<file path="src/hdl/tdc_cmd_map.svh">
// Offsets, opcodes, field positions and reset values of the command interpreter.
`ifndef TDC_CMD_MAP_SVH
`define TDC_CMD_MAP_SVH

// Register offsets on the plain register port.
`define CMD_PORT_ADDR     4'h0
`define STATUS_ADDR       4'h1
`define IRQ_STATUS_ADDR   4'h2
`define IRQ_MASK_ADDR     4'h3
`define EDGE_MODE_ADDR    4'h4
`define RES_CFG_ADDR      4'h5

// Opcodes, taken from the upper byte of a command word.
`define OP_READ_RES       8'h26
`define OP_SET_DEAD       8'h28
`define OP_READ_DEAD      8'h29
`define OP_HDR_ON         8'h30
`define OP_HDR_OFF        8'h31
`define OP_READ_HDR       8'h32
`define OP_SET_MAXHIT     8'h33
`define OP_READ_MAXHIT    8'h34
`define OP_MARK_ON        8'h35
`define OP_MARK_OFF       8'h36
`define OP_BYP_ON         8'h37
`define OP_BYP_OFF        8'h38
`define OP_SET_ERRMASK    8'h39
`define OP_READ_ERRMASK   8'h3a
`define OP_SET_BUFSIZE    8'h3b

// Reset values of the configuration, and the last (no-limit) hit limit code.
`define DEAD_RST          2'h0
`define MAXHIT_RST        4'h9
`define MAXHIT_LAST       4'h9
`define BUFSIZE_RST       3'h7
`define ERRMASK_RST       11'h000
`define EDGE_RST          2'h2
`define RES_LT_RST        2'h2
`define RES_PAIR_RST      3'h0
`define RES_WIDTH_RST     4'h0
`define HDR_RST           1'b0
`define MARK_RST          1'b1
`define BYP_RST           1'b0

// Error word flag for an event that exceeded its hit limit.
`define SIZE_ERR_FLAG     16'h1000

// Interrupt status bit positions.
`define IRQ_CMD_DONE      0
`define IRQ_BAD_OP        1
`define IRQ_OVERRUN       2
`define IRQ_SIZE_ERR      3

`endif

</file>
<file path="src/hdl/tdc_cmd_pkg.sv">
// Types shared by the command interpreter.
package tdc_cmd_pkg;
    typedef enum logic [1:0] {
        ST_IDLE  = 2'b00,
        ST_WWAIT = 2'b01,
        ST_RWAIT = 2'b10
    } cmd_state_type;

    typedef enum logic [1:0] {
        EDGE_PAIR     = 2'b00,
        EDGE_TRAILING = 2'b01,
        EDGE_LEADING  = 2'b10,
        EDGE_BOTH     = 2'b11
    } edge_mode_type;
endpackage

</file>
<file path="src/hdl/tdc_cmd_interp.sv">
// Command interpreter configuring the time-to-digital converter chips.
`timescale 1ns/1ns
`include "tdc_cmd_map.svh"

// What this block does
// - After read-resolution opcode, hold waiting until host reads one word.
// - Edge modes report resolution bits 1:0 as 800, 200 or 100 ps.
// - Pair mode reports leading resolution code in bits 2:0.
// - Pair mode reports pulse width resolution code in bits 11:8.
// - Set dead time opcode waits for one word; bits 1:0 kept.
// - Read dead time opcode returns bits 1:0, waiting for the read.
// - Header/trailer enable and disable opcodes, no parameter word.
// - Header/trailer status read returns enable flag in bit 0.
// - Maximum hits opcode waits for one word; bits 3:0 hit limit.
// - Too many hits append error word 0x1000 before trailer.
// - Read maximum hits returns the limit code in bits 3:0.
// - Error mark enable (default) and disable opcodes.
// - Bypass-on-error enable and disable opcodes.
// - Error type enable opcode waits for one word; eleven mask bits.
// - Mask bits 0..10 map to the eleven internal error types.
// - Read error type opcode returns the eleven mask bits.
// - Buffer size opcode waits for one word; bits 2:0 depth code.
// - Edge setting selects pair, trailing, leading or both.
module tdc_cmd_interp (
    input  wire logic        mclk_i,
    input  wire logic        rst_i,
    input  wire logic [3:0]  addr_i,
    input  wire logic [15:0] wdata_i,
    input  wire logic        wr_i,
    input  wire logic        rd_i,
    output logic      [15:0] rdata_o,
    output logic             irq_o,
    output logic             busy_o,
    output logic             hdr_trl_en_o,
    output logic             err_mark_en_o,
    output logic             err_bypass_en_o,
    output logic      [1:0]  dead_time_o,
    output logic      [3:0]  max_hits_o,
    output logic      [10:0] err_type_en_o,
    output logic      [2:0]  level_one_hit_buffer_size_o,
    output logic      [1:0]  edge_mode_o,
    input  wire logic        hit_i,
    input  wire logic        event_end_i,
    output logic             size_err_o,
    output logic      [15:0] size_err_word_o
);

    ////////////////////////////////////////////////////////////////////////
    // Configuration state and command sequencer.

    tdc_cmd_pkg::cmd_state_type state_reg, state_next;
    logic [7:0]  op_reg, op_next;
    logic [15:0] rdata_reg, rdata_next;
    logic        hdr_reg, hdr_next;
    logic        mark_reg, mark_next;
    logic        byp_reg, byp_next;
    logic [1:0]  dead_reg, dead_next;
    logic [3:0]  maxhit_reg, maxhit_next;
    logic [10:0] errmask_reg, errmask_next;
    logic [2:0]  bufsize_reg, bufsize_next;
    logic [1:0]  edge_reg, edge_next;
    logic [1:0]  res_lt_reg, res_lt_next;
    logic [2:0]  res_pair_reg, res_pair_next;
    logic [3:0]  res_width_reg, res_width_next;
    logic [3:0]  irq_stat_reg, irq_stat_next;
    logic [3:0]  irq_mask_reg, irq_mask_next;
    logic        irq_reg, irq_next;
    logic [3:0]  ev_set;

    logic        cmd_wr;
    logic        cmd_rd;
    logic [15:0] read_word;
    logic        size_pulse;

    assign cmd_wr = wr_i && (addr_i == `CMD_PORT_ADDR);
    assign cmd_rd = rd_i && (addr_i == `CMD_PORT_ADDR);

    // Word the pending read command returns, built from live settings.
    always_comb begin
        read_word = 16'h0000;
        case (op_reg)
            `OP_READ_RES: begin
                if (edge_reg == tdc_cmd_pkg::EDGE_PAIR) begin
                    read_word[2:0]  = res_pair_reg;
                    read_word[11:8] = res_width_reg;
                end else begin
                    // Outside pair mode only the two low bits carry a code.
                    read_word[1:0] = res_lt_reg;
                end
            end
            `OP_READ_DEAD:    read_word[1:0]  = dead_reg;
            `OP_READ_HDR:     read_word[0]    = hdr_reg;
            `OP_READ_MAXHIT:  read_word[3:0]  = maxhit_reg;
            `OP_READ_ERRMASK: read_word[10:0] = errmask_reg;
            default:          read_word = 16'h0000;
        endcase
    end

    always_comb begin
        state_next     = state_reg;
        op_next        = op_reg;
        // Read data stand for one cycle only and are zero otherwise.
        rdata_next     = 16'h0000;
        hdr_next       = hdr_reg;
        mark_next      = mark_reg;
        byp_next       = byp_reg;
        dead_next      = dead_reg;
        maxhit_next    = maxhit_reg;
        errmask_next   = errmask_reg;
        bufsize_next   = bufsize_reg;
        edge_next      = edge_reg;
        res_lt_next    = res_lt_reg;
        res_pair_next  = res_pair_reg;
        res_width_next = res_width_reg;
        irq_mask_next  = irq_mask_reg;
        ev_set         = 4'h0;
        case (state_reg)
            tdc_cmd_pkg::ST_IDLE: begin
                if (cmd_wr) begin
                    op_next = wdata_i[15:8];
                    case (wdata_i[15:8])
                        `OP_HDR_ON: begin
                            hdr_next = 1'b1;
                            ev_set[`IRQ_CMD_DONE] = 1'b1;
                        end
                        `OP_HDR_OFF: begin
                            hdr_next = 1'b0;
                            ev_set[`IRQ_CMD_DONE] = 1'b1;
                        end
                        `OP_MARK_ON: begin
                            mark_next = 1'b1;
                            ev_set[`IRQ_CMD_DONE] = 1'b1;
                        end
                        `OP_MARK_OFF: begin
                            mark_next = 1'b0;
                            ev_set[`IRQ_CMD_DONE] = 1'b1;
                        end
                        `OP_BYP_ON: begin
                            byp_next = 1'b1;
                            ev_set[`IRQ_CMD_DONE] = 1'b1;
                        end
                        `OP_BYP_OFF: begin
                            byp_next = 1'b0;
                            ev_set[`IRQ_CMD_DONE] = 1'b1;
                        end
                        `OP_SET_DEAD, `OP_SET_MAXHIT, `OP_SET_ERRMASK,
                        `OP_SET_BUFSIZE: begin
                            state_next = tdc_cmd_pkg::ST_WWAIT;
                        end
                        `OP_READ_RES, `OP_READ_DEAD, `OP_READ_HDR,
                        `OP_READ_MAXHIT, `OP_READ_ERRMASK: begin
                            state_next = tdc_cmd_pkg::ST_RWAIT;
                        end
                        // An unknown opcode is flagged and dropped; the
                        // sequencer stays idle, so the next word is again
                        // taken as an opcode.
                        default: ev_set[`IRQ_BAD_OP] = 1'b1;
                    endcase
                end else if (cmd_rd) begin
                    // A read with no command pending returns zero.
                    ev_set[`IRQ_OVERRUN] = 1'b1;
                end
            end
            tdc_cmd_pkg::ST_WWAIT: begin
                if (cmd_wr) begin
                    state_next = tdc_cmd_pkg::ST_IDLE;
                    ev_set[`IRQ_CMD_DONE] = 1'b1;
                    // Only the low bits that each setting uses are kept;
                    // the rest of the parameter word is ignored.
                    case (op_reg)
                        `OP_SET_DEAD:    dead_next = wdata_i[1:0];
                        `OP_SET_MAXHIT:  maxhit_next = wdata_i[3:0];
                        `OP_SET_ERRMASK: errmask_next = wdata_i[10:0];
                        `OP_SET_BUFSIZE: bufsize_next = wdata_i[2:0];
                        default:         state_next = tdc_cmd_pkg::ST_IDLE;
                    endcase
                end else if (cmd_rd) begin
                    ev_set[`IRQ_OVERRUN] = 1'b1;
                end
            end
            tdc_cmd_pkg::ST_RWAIT: begin
                if (cmd_rd) begin
                    rdata_next = read_word;
                    state_next = tdc_cmd_pkg::ST_IDLE;
                    ev_set[`IRQ_CMD_DONE] = 1'b1;
                end else if (cmd_wr) begin
                    // Writes are refused until the pending word is read.
                    ev_set[`IRQ_OVERRUN] = 1'b1;
                end
            end
            default: state_next = tdc_cmd_pkg::ST_IDLE;
        endcase
        // Side registers outside the command port. They may be written in
        // any state, so the mask or edge setting can change without
        // upsetting a pending command.
        if (wr_i) begin
            case (addr_i)
                `IRQ_MASK_ADDR:  irq_mask_next = wdata_i[3:0];
                `EDGE_MODE_ADDR: edge_next = wdata_i[1:0];
                `RES_CFG_ADDR: begin
                    res_lt_next    = wdata_i[1:0];
                    res_pair_next  = wdata_i[6:4];
                    res_width_next = wdata_i[11:8];
                end
                default: ;
            endcase
        end
        if (rd_i) begin
            case (addr_i)
                `CMD_PORT_ADDR: if (state_reg == tdc_cmd_pkg::ST_RWAIT)
                    rdata_next = read_word;
                // The state shows here, so software can spot a stuck wait.
                `STATUS_ADDR:
                    rdata_next = {13'h0000, size_err_o, state_reg};
                `IRQ_STATUS_ADDR: rdata_next = {12'h000, irq_stat_reg};
                `IRQ_MASK_ADDR:   rdata_next = {12'h000, irq_mask_reg};
                `EDGE_MODE_ADDR:  rdata_next = {14'h0000, edge_reg};
                `RES_CFG_ADDR:    rdata_next = {4'h0, res_width_reg,
                                                1'b0, res_pair_reg,
                                                2'h0, res_lt_reg};
                default:          rdata_next = 16'h0000;
            endcase
        end
    end

    ////////////////////////////////////////////////////////////////////////
    // Hit limit check; a new event starts after each event end.

    logic [8:0] hits_reg, hits_next;
    logic [8:0] limit;
    logic       over_reg, over_next;
    logic       serr_reg, serr_next;

    // The default covers no limit and the meaningless codes; the compare
    // below is gated off for all of them.
    always_comb begin
        case (maxhit_reg)
            4'h0:    limit = 9'h000;
            4'h1:    limit = 9'h001;
            4'h2:    limit = 9'h002;
            4'h3:    limit = 9'h004;
            4'h4:    limit = 9'h008;
            4'h5:    limit = 9'h010;
            4'h6:    limit = 9'h020;
            4'h7:    limit = 9'h040;
            4'h8:    limit = 9'h080;
            default: limit = 9'h1ff;
        endcase
    end

    always_comb begin
        hits_next  = hits_reg;
        over_next  = over_reg;
        serr_next  = 1'b0;
        // The count stops at its top, so a long burst cannot wrap round
        // and slip back under the limit.
        if (hit_i && (hits_reg != 9'h1ff)) begin
            hits_next = hits_reg + 9'h001;
        end
        // Codes above the no-limit code are meaningless and never trip.
        if (hit_i && (maxhit_reg < `MAXHIT_LAST) && (hits_reg >= limit)) begin
            over_next = 1'b1;
        end
        if (event_end_i) begin
            serr_next = over_next;
            hits_next = 9'h000;
            over_next = 1'b0;
        end
    end
    assign size_pulse = serr_next;

    ////////////////////////////////////////////////////////////////////////
    // Busy flag and error word, each in flip-flops of its own.

    logic        busy_reg, busy_next;
    logic [15:0] serr_word_reg, serr_word_next;

    // Both come from next-state values, so the pins never glitch with a
    // decode; the host sees the same timing as from the state register.
    // Sixteen flip-flops for the word buy a clean bus to the chips.
    always_comb begin
        busy_next      = (state_next != tdc_cmd_pkg::ST_IDLE);
        serr_word_next = 16'h0000;
        if (serr_next) begin
            serr_word_next = `SIZE_ERR_FLAG;
        end
    end

    ////////////////////////////////////////////////////////////////////////
    // Interrupts: a set arriving with the clearing read wins.
    // The output is registered from the next status and mask, so it lines
    // up with the status register.

    always_comb begin
        irq_stat_next = irq_stat_reg;
        if (rd_i && (addr_i == `IRQ_STATUS_ADDR)) begin
            irq_stat_next = 4'h0;
        end
        irq_stat_next = irq_stat_next | ev_set
                        | {size_pulse, 3'b000};
        irq_next = |(irq_stat_next & irq_mask_next);
    end

    always_ff @(posedge mclk_i) begin
        if (rst_i) begin
            state_reg     <= tdc_cmd_pkg::ST_IDLE;
            op_reg        <= 8'h00;
            rdata_reg     <= 16'h0000;
            hdr_reg       <= `HDR_RST;
            mark_reg      <= `MARK_RST;
            byp_reg       <= `BYP_RST;
            dead_reg      <= `DEAD_RST;
            maxhit_reg    <= `MAXHIT_RST;
            errmask_reg   <= `ERRMASK_RST;
            bufsize_reg   <= `BUFSIZE_RST;
            edge_reg      <= `EDGE_RST;
            res_lt_reg    <= `RES_LT_RST;
            res_pair_reg  <= `RES_PAIR_RST;
            res_width_reg <= `RES_WIDTH_RST;
            irq_stat_reg  <= 4'h0;
            irq_mask_reg  <= 4'h0;
            irq_reg       <= 1'b0;
            hits_reg      <= 9'h000;
            over_reg      <= 1'b0;
            serr_reg      <= 1'b0;
            busy_reg      <= 1'b0;
            serr_word_reg <= 16'h0000;
        end else begin
            state_reg     <= state_next;
            op_reg        <= op_next;
            rdata_reg     <= rdata_next;
            hdr_reg       <= hdr_next;
            mark_reg      <= mark_next;
            byp_reg       <= byp_next;
            dead_reg      <= dead_next;
            maxhit_reg    <= maxhit_next;
            errmask_reg   <= errmask_next;
            bufsize_reg   <= bufsize_next;
            edge_reg      <= edge_next;
            res_lt_reg    <= res_lt_next;
            res_pair_reg  <= res_pair_next;
            res_width_reg <= res_width_next;
            irq_stat_reg  <= irq_stat_next;
            irq_mask_reg  <= irq_mask_next;
            irq_reg       <= irq_next;
            hits_reg      <= hits_next;
            over_reg      <= over_next;
            serr_reg      <= serr_next;
            busy_reg      <= busy_next;
            serr_word_reg <= serr_word_next;
        end
    end

    // The chips see the settings directly; bit order of the mask is the
    // vernier, coarse, channel select, buffer, trigger fifo, trigger state,
    // readout fifo, readout state, setup, control and scan errors.
    assign rdata_o                     = rdata_reg;
    assign irq_o                       = irq_reg;
    assign busy_o                      = busy_reg;
    assign hdr_trl_en_o                = hdr_reg;
    assign err_mark_en_o               = mark_reg;
    assign err_bypass_en_o             = byp_reg;
    assign dead_time_o                 = dead_reg;
    assign max_hits_o                  = maxhit_reg;
    assign err_type_en_o               = errmask_reg;
    assign level_one_hit_buffer_size_o = bufsize_reg;
    assign edge_mode_o                 = edge_reg;
    assign size_err_o                  = serr_reg;
    assign size_err_word_o             = serr_word_reg;

endmodule // tdc_cmd_interp

</file>
<file path="config.mk">
export PLATFORM = sky130hd
export DESIGN_NAME = tdc_cmd_interp
export DESIGN_NICKNAME = d
export VERILOG_FILES = /design/src/hdl/tdc_cmd_pkg.sv /design/src/hdl/tdc_cmd_interp.sv
export VERILOG_INCLUDE_DIRS = /design/src /design/src/hdl
export SDC_FILE = /design/constraint.sdc
export NUM_CORES = 1
export LEC_CHECK = 0
export BUFFER_PORTS_ARGS = -buffer_cell sky130_fd_sc_hd__buf_4
export CORE_MARGIN = 10
export CORE_UTILIZATION = 42
export DETAILED_ROUTE_END_ITERATION = 8
export GPL_TIMING_DRIVEN = 0
export HOLD_SLACK_MARGIN = 0.03
export PLACE_DENSITY_LB_ADDON = 0.15
export REMOVE_ABC_BUFFERS = 1
export SYNTH_ARGS = -nofsm -noshare
export SYNTH_HDL_FRONTEND = slang
export SYNTH_SLANG_ARGS = --single-unit
export TNS_END_PERCENT = 5
</file>
<file path="constraint.sdc">
create_clock -name mclk_i -period 3.7 [get_ports mclk_i]
set_input_delay 0.185 -clock mclk_i [delete_from_list [all_inputs] [get_ports mclk_i]]
set_output_delay 0.185 -clock mclk_i [all_outputs]
set_load 0.01 [all_outputs]
</file>
==> results of run 1 <==
==> worst max-delay path: cells and delay by family (launching register included) <==
kind,cells,cell delay [ns]
and+or+nand+nor,4,1.68
AOI/OAI and AO/OA,2,0.79
DFF,1,0.36
==> stage by stage <==
stage	hold WS [ns]	setup slack, ns
6_report	0.0537	0.722
5_1_grt	0.0423	0.274
4_1_cts	0.0414	0.760
3_5_place_dp	0.425	0.554
3_3_place_gp	0.418	0.296
2_1_floorplan	0.254	1.11
==> routing by layer <==
layer,vias to the layer above,share of wire [%]
li1,1807,-
met1,1681,47
met2,107,45
met3,15,6.6
met4,0,1.8
met5,-,0
==> cells by family (layout without fill, tap and decap cells) <==
group	Yosys count	count (layout)	synth area share (%)
AO/OA/AOI/OAI	87	87	13.1
XOR/XNOR	6	6	1.24
adder cells (fa/ha/maj)	11	11	3.24
buffers and inverters	75	105	8.50
flip-flops	86	86	40.5
multiplexers	37	37	8.88
other	1	19	0.0882
AND/OR/NAND/NOR	197	197	24.5
==> layout make-up <==
type	count	area, um2	area share (%)
Multi-Input combinational cell	357	2250	45.3
Sequential cell	86	1720	34.6
Timing Repair Buffer	66	495	9.96
Tap cell	133	166	3.35
Clock buffer	13	159	3.20
Clock inverter	3	90.1	1.81
Inverter	23	86.3	1.74
==> power groups by stage <==
stage	Combinational (mW)	Clock [mW]	Sequential (mW)
6_report	0.122	0.811	0.933
5_1_grt	0.135	0.869	0.934
4_1_cts	0.121	0.832	0.933
3_5_place_dp	0.121	0	0.955
3_3_place_gp	0.117	0	0.955
2_1_floorplan	0.0512	0	0.954
==> cell usage in the layout (no fill, tap or decap), types with 4 or more instances in the layout <==
| cell | synthesis | layout |
|---|---|---|
| mux2i_1 | 31 | 31 |
| dfxtp_1 | 86 | 86 |
| mux2_2 | 6 | 6 |
| conb_1 | 1 | 19 |
| or3_1 | 4 | 4 |
| and3_1 | 6 | 6 |
| nand4_1 | 9 | 9 |
| a21oi_1 | 34 | 34 |
| ha_1 | 11 | 11 |
| a211oi_1 | 8 | 8 |
| nand3_1 | 16 | 16 |
| a31oi_1 | 6 | 6 |
| nor2b_1 | 8 | 8 |
| xor2_1 | 4 | 4 |
| nor2_1 | 53 | 53 |
| nand2b_1 | 4 | 4 |
| buf_4 | 20 | 66 |
| nor4_1 | 4 | 4 |
| a22oi_1 | 8 | 8 |
| clkbuf_8 | 0 | 11 |
| nor3_1 | 9 | 9 |
| inv_1 | 23 | 23 |
| nand2_1 | 51 | 51 |
| o21ai_0 | 11 | 11 |
| or4_1 | 4 | 4 |
==> worst max path at each step <==
stage / from / end / slack [ns] / cells past startpoint
floorplan: addr_i[1] / limit[2]$_DFF_P_ / 1.11 / 6
global placement: addr_i[2] / res_width_reg[3]$_SDFFE_PP0P_ / 0.30 / 5
detailed placement: addr_i[1] / limit[2]$_DFF_P_ / 0.55 / 7
CTS: op_reg[5]$_SDFFE_PP0P_ / limit[5]$_DFF_P_ / 0.76 / 6
global route: op_reg[5]$_SDFFE_PP0P_ / limit[4]$_DFF_P_ / 0.27 / 6
finish: op_reg[5]$_SDFFE_PP0P_ / limit[5]$_DFF_P_ / 0.72 / 6
==> impl.org, run 1 <==
** Final layout
- For this run, the share of the core covered by cells in the final layout is 50.6%.
- Net count of the finished layout :: 580
- Compared with the post-synthesis result, the final layout area differs by 16.9%.
- Fill cell total of the finished layout :: 987
- Cell area after layout :: between 0.004 and 0.005 mm2
- The register with the most flip-flops in the layout has 12 of them.
- Final standard cell count with taps included and fillers excluded :: 681
- In the final layout, the share of cells above drive strength 1 is 18.2%.
- The number of antenna diodes in the final layout is 0.

** Die
- Die Footprint :: 0.0146 mm2
- Number of standard-cell rows in the floorplan :: 36
- Once the floorplan was initialized, standard cells occupied 43.3% of the core.
- The core region is 0.00982 mm2.
- The floorplan step set the die width to 121 um.
- Measured along the y axis, the die boundary spans 121 um.
- During I/O placement, the number of pins put on the boundary was 86.

** GRT
- The number of antenna violations at the first check in global routing was 0.
- For this run the aggregate overflow at the end of global routing stands at 0.
- Met2 demand-to-capacity share in global routing :: 23.5%
- Pin count of the biggest net entering global routing :: 54
- met2 is the most crowded layer.
- Global-route wire length before repair :: between 15 and 20 mm
- Total Routing Usage GR :: 15.6%
- GR Util met1 :: 20.6%
- Vias in the first global route :: 3,544
- In the global route stage, met3 resource usage came out at around 3.8%.

** Placed design
- Cell Area, Placed :: ~0.0047 mm2
- Placer congestion estimate :: 0.893
- Inst Count DP :: 665
- Port buffering added 66 buffers.
- Once detailed placement completed, the half-perimeter wirelength came to 8.32 mm.

** Synthesis
- Top flip-flop cell by instance count after synthesis :: dfxtp_1
- Syn Inst Count :: 500
- Unique masters post-synth :: 59
- Cell area after synthesis :: 0.00425 mm2
- Yosys mapped a number of flops with a built-in enable equal to 0.
- The synthesized design contains 86 register bits.
- For this run, the register share of the synthesized area comes to approximately two fifths.
- The average instance in the mapped netlist occupies 8.51 um2.
- Ranked by total cell area, the synthesized netlist is headed by dfxtp_1 40%, mux2i_1 7.3%, nor2_1 4.7%, nand2_1 4.5%, a21oi_1 4.0%.
- The top cell type by area accounts for between 40 and 50% of the synthesized area.
- Leading cell types by count after synthesis :: 86 x dfxtp_1, 53 x nor2_1, 51 x nand2_1
- By instance count, the leading cell after synthesis is dfxtp_1.
- Number of warning messages in the yosys log :: 0
- Cell type contributing the most total cell area after synthesis :: dfxtp_1
- After synthesis, the share of flip-flops with an asynchronous set or reset is 0%.

** Power
- Net switching is 21.9% of the power.
- The worst-case IR drop observed on VDD is 167 uV.
- Comb pwr share :: between 6 and 7%
- Summed over all nets, the switching power comes to between 0.4 and 0.5 mW.
- P_int :: 1.46 mW
- Power per unit of standard cell area :: 375 mW/mm2
- The analysis attributes to cell leakage a power of 2.14 nW.
- Per report_power, the clock group accounts for between 40% and 50% of the total.
- Part of the total power dissipated in sequential elements :: 50.0%
- The design draws 1.87 mW.

** Clocking
- Hold buffer count at CTS :: 0
- The longest clock path from root to sink contains 2 buffers.
- # clock sinks :: 86
- After clock tree synthesis, the clock-pin slew on the worst setup and hold paths is approximately 0.080 ns.
- Clock tree from TritonCTS :: built
- H-tree depth :: 3
- In this run, post-CTS repair resized a total of 0 instances.
- Clock latency reported for the late side of the worst-skew pair :: 0.36 ns
- Number of clock buffers inserted by TritonCTS :: 9
- CTS root buffer :: clkbuf_8
- Number of setup buffers added after CTS :: 0

** Setup path
- Walking the worst path, the cells encountered are nor4bb_1 -> nand3b_1 -> nor4_4 -> nor2b_1 -> a211oi_2 -> o32ai_1.
- The worst setup path is launched from a flop.
- The setup check on the worst reg-to-reg path leaves a slack of approximately 0.72 ns.
- Measured in cells, the most critical reg-to-reg path has a length of 6.
- On the worst path, the slowest cell contributes a delay of 0.67 ns.
- Path type of the worst setup path :: reg2reg
- The worst register-to-register path ends at limit[5]$_DFF_P_.
- Data arrives at the worst endpoint at 3.19 ns.
- The slowest stage of the critical path is the nor4_4 cell.
- Launch instance of the worst register-to-register path :: op_reg[5]$_SDFFE_PP0P_
- The worst setup path is captured at a flop.
- Worst-path fanout max :: 14
- Data on the critical path is required at its endpoint by 3.91 ns.

** Route
- Total Wirelength :: 11.3 mm
- 1st-pass router iterations :: 5
- Routed vias :: 3,610
- # DRC :: 0
- Vias/cell :: 5.30
- In the final routed layout, each cell accounts on average for 16.7 um.
- The first routing iteration left 238 violations.
- Remaining number of nets flagged by the antenna check after routing :: 0

** Flow run
- Across the run, the number of max-cap violations was 0.

** STA
- Final-report hold violation count :: 0
- Clock Skews :: 0.00889 ns
- Final count of pins violating max slew :: 0
- Number of setup violations in the final report :: 0
- Part of the cycle the worst path needs :: about four fifths
- Worst-case headroom to the max-slew limit :: 42.7%
- For this run, the top clock speed supported by timing is 336 MHz.
- For the pin with the worst max-slew slack, the measured transition is 0.848 ns.
- Setup repair after global routing left no endpoint under its margin.
- For the finished layout, the period the worst path requires is 2.98 ns.
- Fin Setup TNS :: 0 ns

** Hold path
- Worst-case hold path end point :: err_type_en_o[7]$_SDFFE_PP0P_
- The worst hold path begins at wdata_i[7].
- Number of cells traversed by the worst hold path :: 3
- The worst hold path belongs to the class in2reg.

** Status
- The run finished with clean final reports.
(Power assumes the default switching activity.)
==> run 2: changes to the inputs <==
clock period = 2.9 ns   (was 3.7 ns; I/O delays follow)
==> impl.org, run 2 (synthesized netlist as in run 1, its figures left out) <==
** Die
- The floorplan step defined a die boundary enclosing 0.0146 mm2.
- Die width :: ~120 um
- Area of the core :: a little under 0.01 mm2
- # IOs :: 86
- Number of standard-cell rows in the floorplan :: 36
- Measured along the y axis, the die boundary spans 121 um.
- For this configuration, the core starts out at a cell density of 43.3%.

** Setup path
- STA puts the critical path data arrival time at 2.89 ns.
- Measured in cells, the most critical reg-to-reg path has a length of 5.
- The largest single stage delay on the critical path is 0.81 ns.
- The worst register-to-register path begins at state_reg[0]$_SDFF_PP0_.
- For flop-to-flop paths, the worst setup slack is roughly 0.25 ns.
- Worst-path fanout max :: 12
- Gate family responsible for the most delay along the worst path :: simple AND/OR/NAND/NOR gates
- Data on the critical path is required at its endpoint by around 3.1 ns.
- Buffers plus inverters on the worst setup path :: 1
- Slowest-stage cell, CP :: nand3_1
- Cell-by-cell trace of the critical path :: inv_1 -> nor4_1 -> nand3_1 -> mux2i_1 -> nor2_1
- Critical Path Start Type :: flop
- By startpoint and endpoint, the worst setup path is classified as reg2reg.
- Reg-to-reg endpoint :: err_type_en_o[5]$_SDFFE_PP0P_
- The worst setup path is captured at a flop.

** Final layout
- Leaving out fill and tap cells, the most frequent cell in the layout is dfxtp_1.
- Fraction of final layout cells with drive strength greater than 1 :: between 10% and 20%
- The finished cells cover 0.00502 mm2.
- The finished layout holds 685 standard cells, fillers aside.
- Leading cell types in the layout, fill and taps excluded :: 86 x dfxtp_1, 67 x buf_4, 53 x nor2_1
- Post-route core utilization :: between 50% and 60%
- For this run, the post-layout net count is 584.
- From synthesis to final layout, the design area changed by 18.0%.
- The number of antenna diodes in the final layout is 0.
- Largest register FFs :: 12

** Clocking
- The tree built by TritonCTS fans out to 86 sinks.
- Counting along the longest clock path gives a buffer depth of 2.
- Counting the buffers created by CTS gives 9.
- Clock tree from TritonCTS :: built
- Clock latency reported for the late side of the worst-skew pair :: roughly 0.37 ns
- The H-tree was split into 3 levels.
- CTS root buffer :: clkbuf_8
- CTS clk-pin slew, worst paths :: 0.08 ns

** STA
- Clock period minus final worst setup slack :: 2.65 ns
- RSZ-0062 raised after global routing :: no
- Final count of pins violating max slew :: 0
- Hold timing on the final database bottoms out at a slack of between 0.04 and 0.05 ns.
- The final hold violation count came to 0.
- Worst-case headroom to the max-slew limit :: roughly 40%
- The final critical path takes up slightly above 90% of the cycle.
- Number of setup violations in the final report :: 0
- Between clock sinks in the finished design, the worst skew comes to 0.00845 ns.
- Static timing analysis puts the maximum clock frequency at around 380 MHz.
- For the pin with the worst max-slew slack, the measured transition is 0.898 ns.

** Placed design
- Placer congestion estimate :: around 0.9
- The HPWL after detailed placement is 8.32 mm.
- After detailed placement, the total cell area comes to 0.00472 mm2.
- Buffers placed on the I/O ports in this run total 66.
- Counting tap cells, the placed design contains a total of ~670 instances.

** Power
- In this run the static leakage power is ~2.2 nW.
- For this design the ratio of total power to cell area is between 400 and 500 mW/mm2.
- Worst vdd rail ir drop :: 213 uV

** Route
- Vias/cell :: about 5.3
- Routed vias :: 3,639
- Remaining number of nets flagged by the antenna check after routing :: 0
- DR iter-0 viols :: 252
- Dividing the detail-routed wire length by the instance count gives 16.6 um.
- Total Wirelength :: 11.4 mm
- 1st-pass router iterations :: 5
- In the routed design, unresolved DRC markers number 0.

** Status
- The run finished with clean final reports.

** GRT
- The number of global-route vias before repair was roughly 3,600.
- The first global-routing pass estimated 18.4 mm of wire.
- The number of antenna violations at the first check in global routing is 0.
- Across every metal layer, demand over resource in global routing totals around 16%.
- Pin count of the biggest net entering global routing :: 54
- After global routing the overflow that remains totals 0.

** Flow run
- The tool flagged a number of max-cap violations equal to 0.

** Hold path
- The path with the worst hold slack has its endpoint at err_type_en_o[5]$_SDFFE_PP0P_.
- The worst hold path begins at wdata_i[5].
- The worst hold path passes through 3 cells.
- Type of the worst min-delay path :: in2reg
==> run 2: cell types whose count changed in the layout (fill, tap and decap cells not counted) <==
cell,before,now
dlygate4sd3_1,0,3
a21oi_1,34,33
a21oi_2,0,1
buf_4,66,67
nor4bb_1,1,0
nor4bb_2,0,1
==> run 2: layout make-up <==
type	instances	area [um2]
timing repair buffer	70	533
inverter	23	86.3
clock inverter	3	90.1
multi-input combinational	357	2260
clock buffer	13	159
tap	133	166
sequential	86	1720
fill	982	4800
==> run 2: what timing repair did <==
item	4_1_cts	5_1_grt
gates resized for setup	0	2
endpoints found under the hold margin	3	0
setup endpoints to repair	5	10
buffers inserted	0	1
hold buffers	3	0
pin swaps	1	1
==> run 2: report_power, final <==
part           total [mW]  internal (mW)  switching (mW)  leakage, nW
Sequential           1.19           1.19         0.00551        0.694
Combinational       0.160         0.0573           0.102         1.34
Clock                1.04          0.620           0.419        0.124
==> run 2: layer usage <==
metal	up-vias	GRT usage, %	share of wire (%)	wire, um
met4	0	6.64	2.0	231
li1	1817	-	-	-
met5	-	0	0	0
met2	99	23.6	45	5080
met1	1706	20.7	48	5480
met3	17	3.86	5.3	609
==> run 2: worst min-delay path, delay by kind of cell <==
kind	cells	cell delay (ns)
buffers and inverters	1	0.09
and+or+nand+nor	1	0.09
muxes	1	0.06
==> run 2: worst max-delay path by stage <==
stage / start / cells after the start / endpoint
2_1_floorplan: addr_i[1] / 6 / limit[2]$_DFF_P_
3_3_place_gp: addr_i[2] / 5 / res_width_reg[3]$_SDFFE_PP0P_
3_5_place_dp: addr_i[1] / 7 / limit[2]$_DFF_P_
4_1_cts: state_reg[0]$_SDFF_PP0_ / 6 / limit[5]$_DFF_P_
5_1_grt: state_reg[0]$_SDFF_PP0_ / 5 / err_type_en_o[5]$_SDFFE_PP0P_
6_report: state_reg[0]$_SDFF_PP0_ / 5 / err_type_en_o[5]$_SDFFE_PP0P_
==> run 2: metrics by stage <==
| stage | power (mW) | setup slack [ns] | setup TNS, ns |
|---|---|---|---|
| final | 2.39 | 0.254 | 0 |
| after global routing | 2.48 | 0.0103 | 0 |
| after CTS | 2.41 | 0.0147 | 0 |
| after detailed placement | 1.37 | -0.206 | -1.75 |
| after global placement | 1.37 | -0.464 | -5.42 |
| after floorplan | 1.28 | 0.355 | 0 |
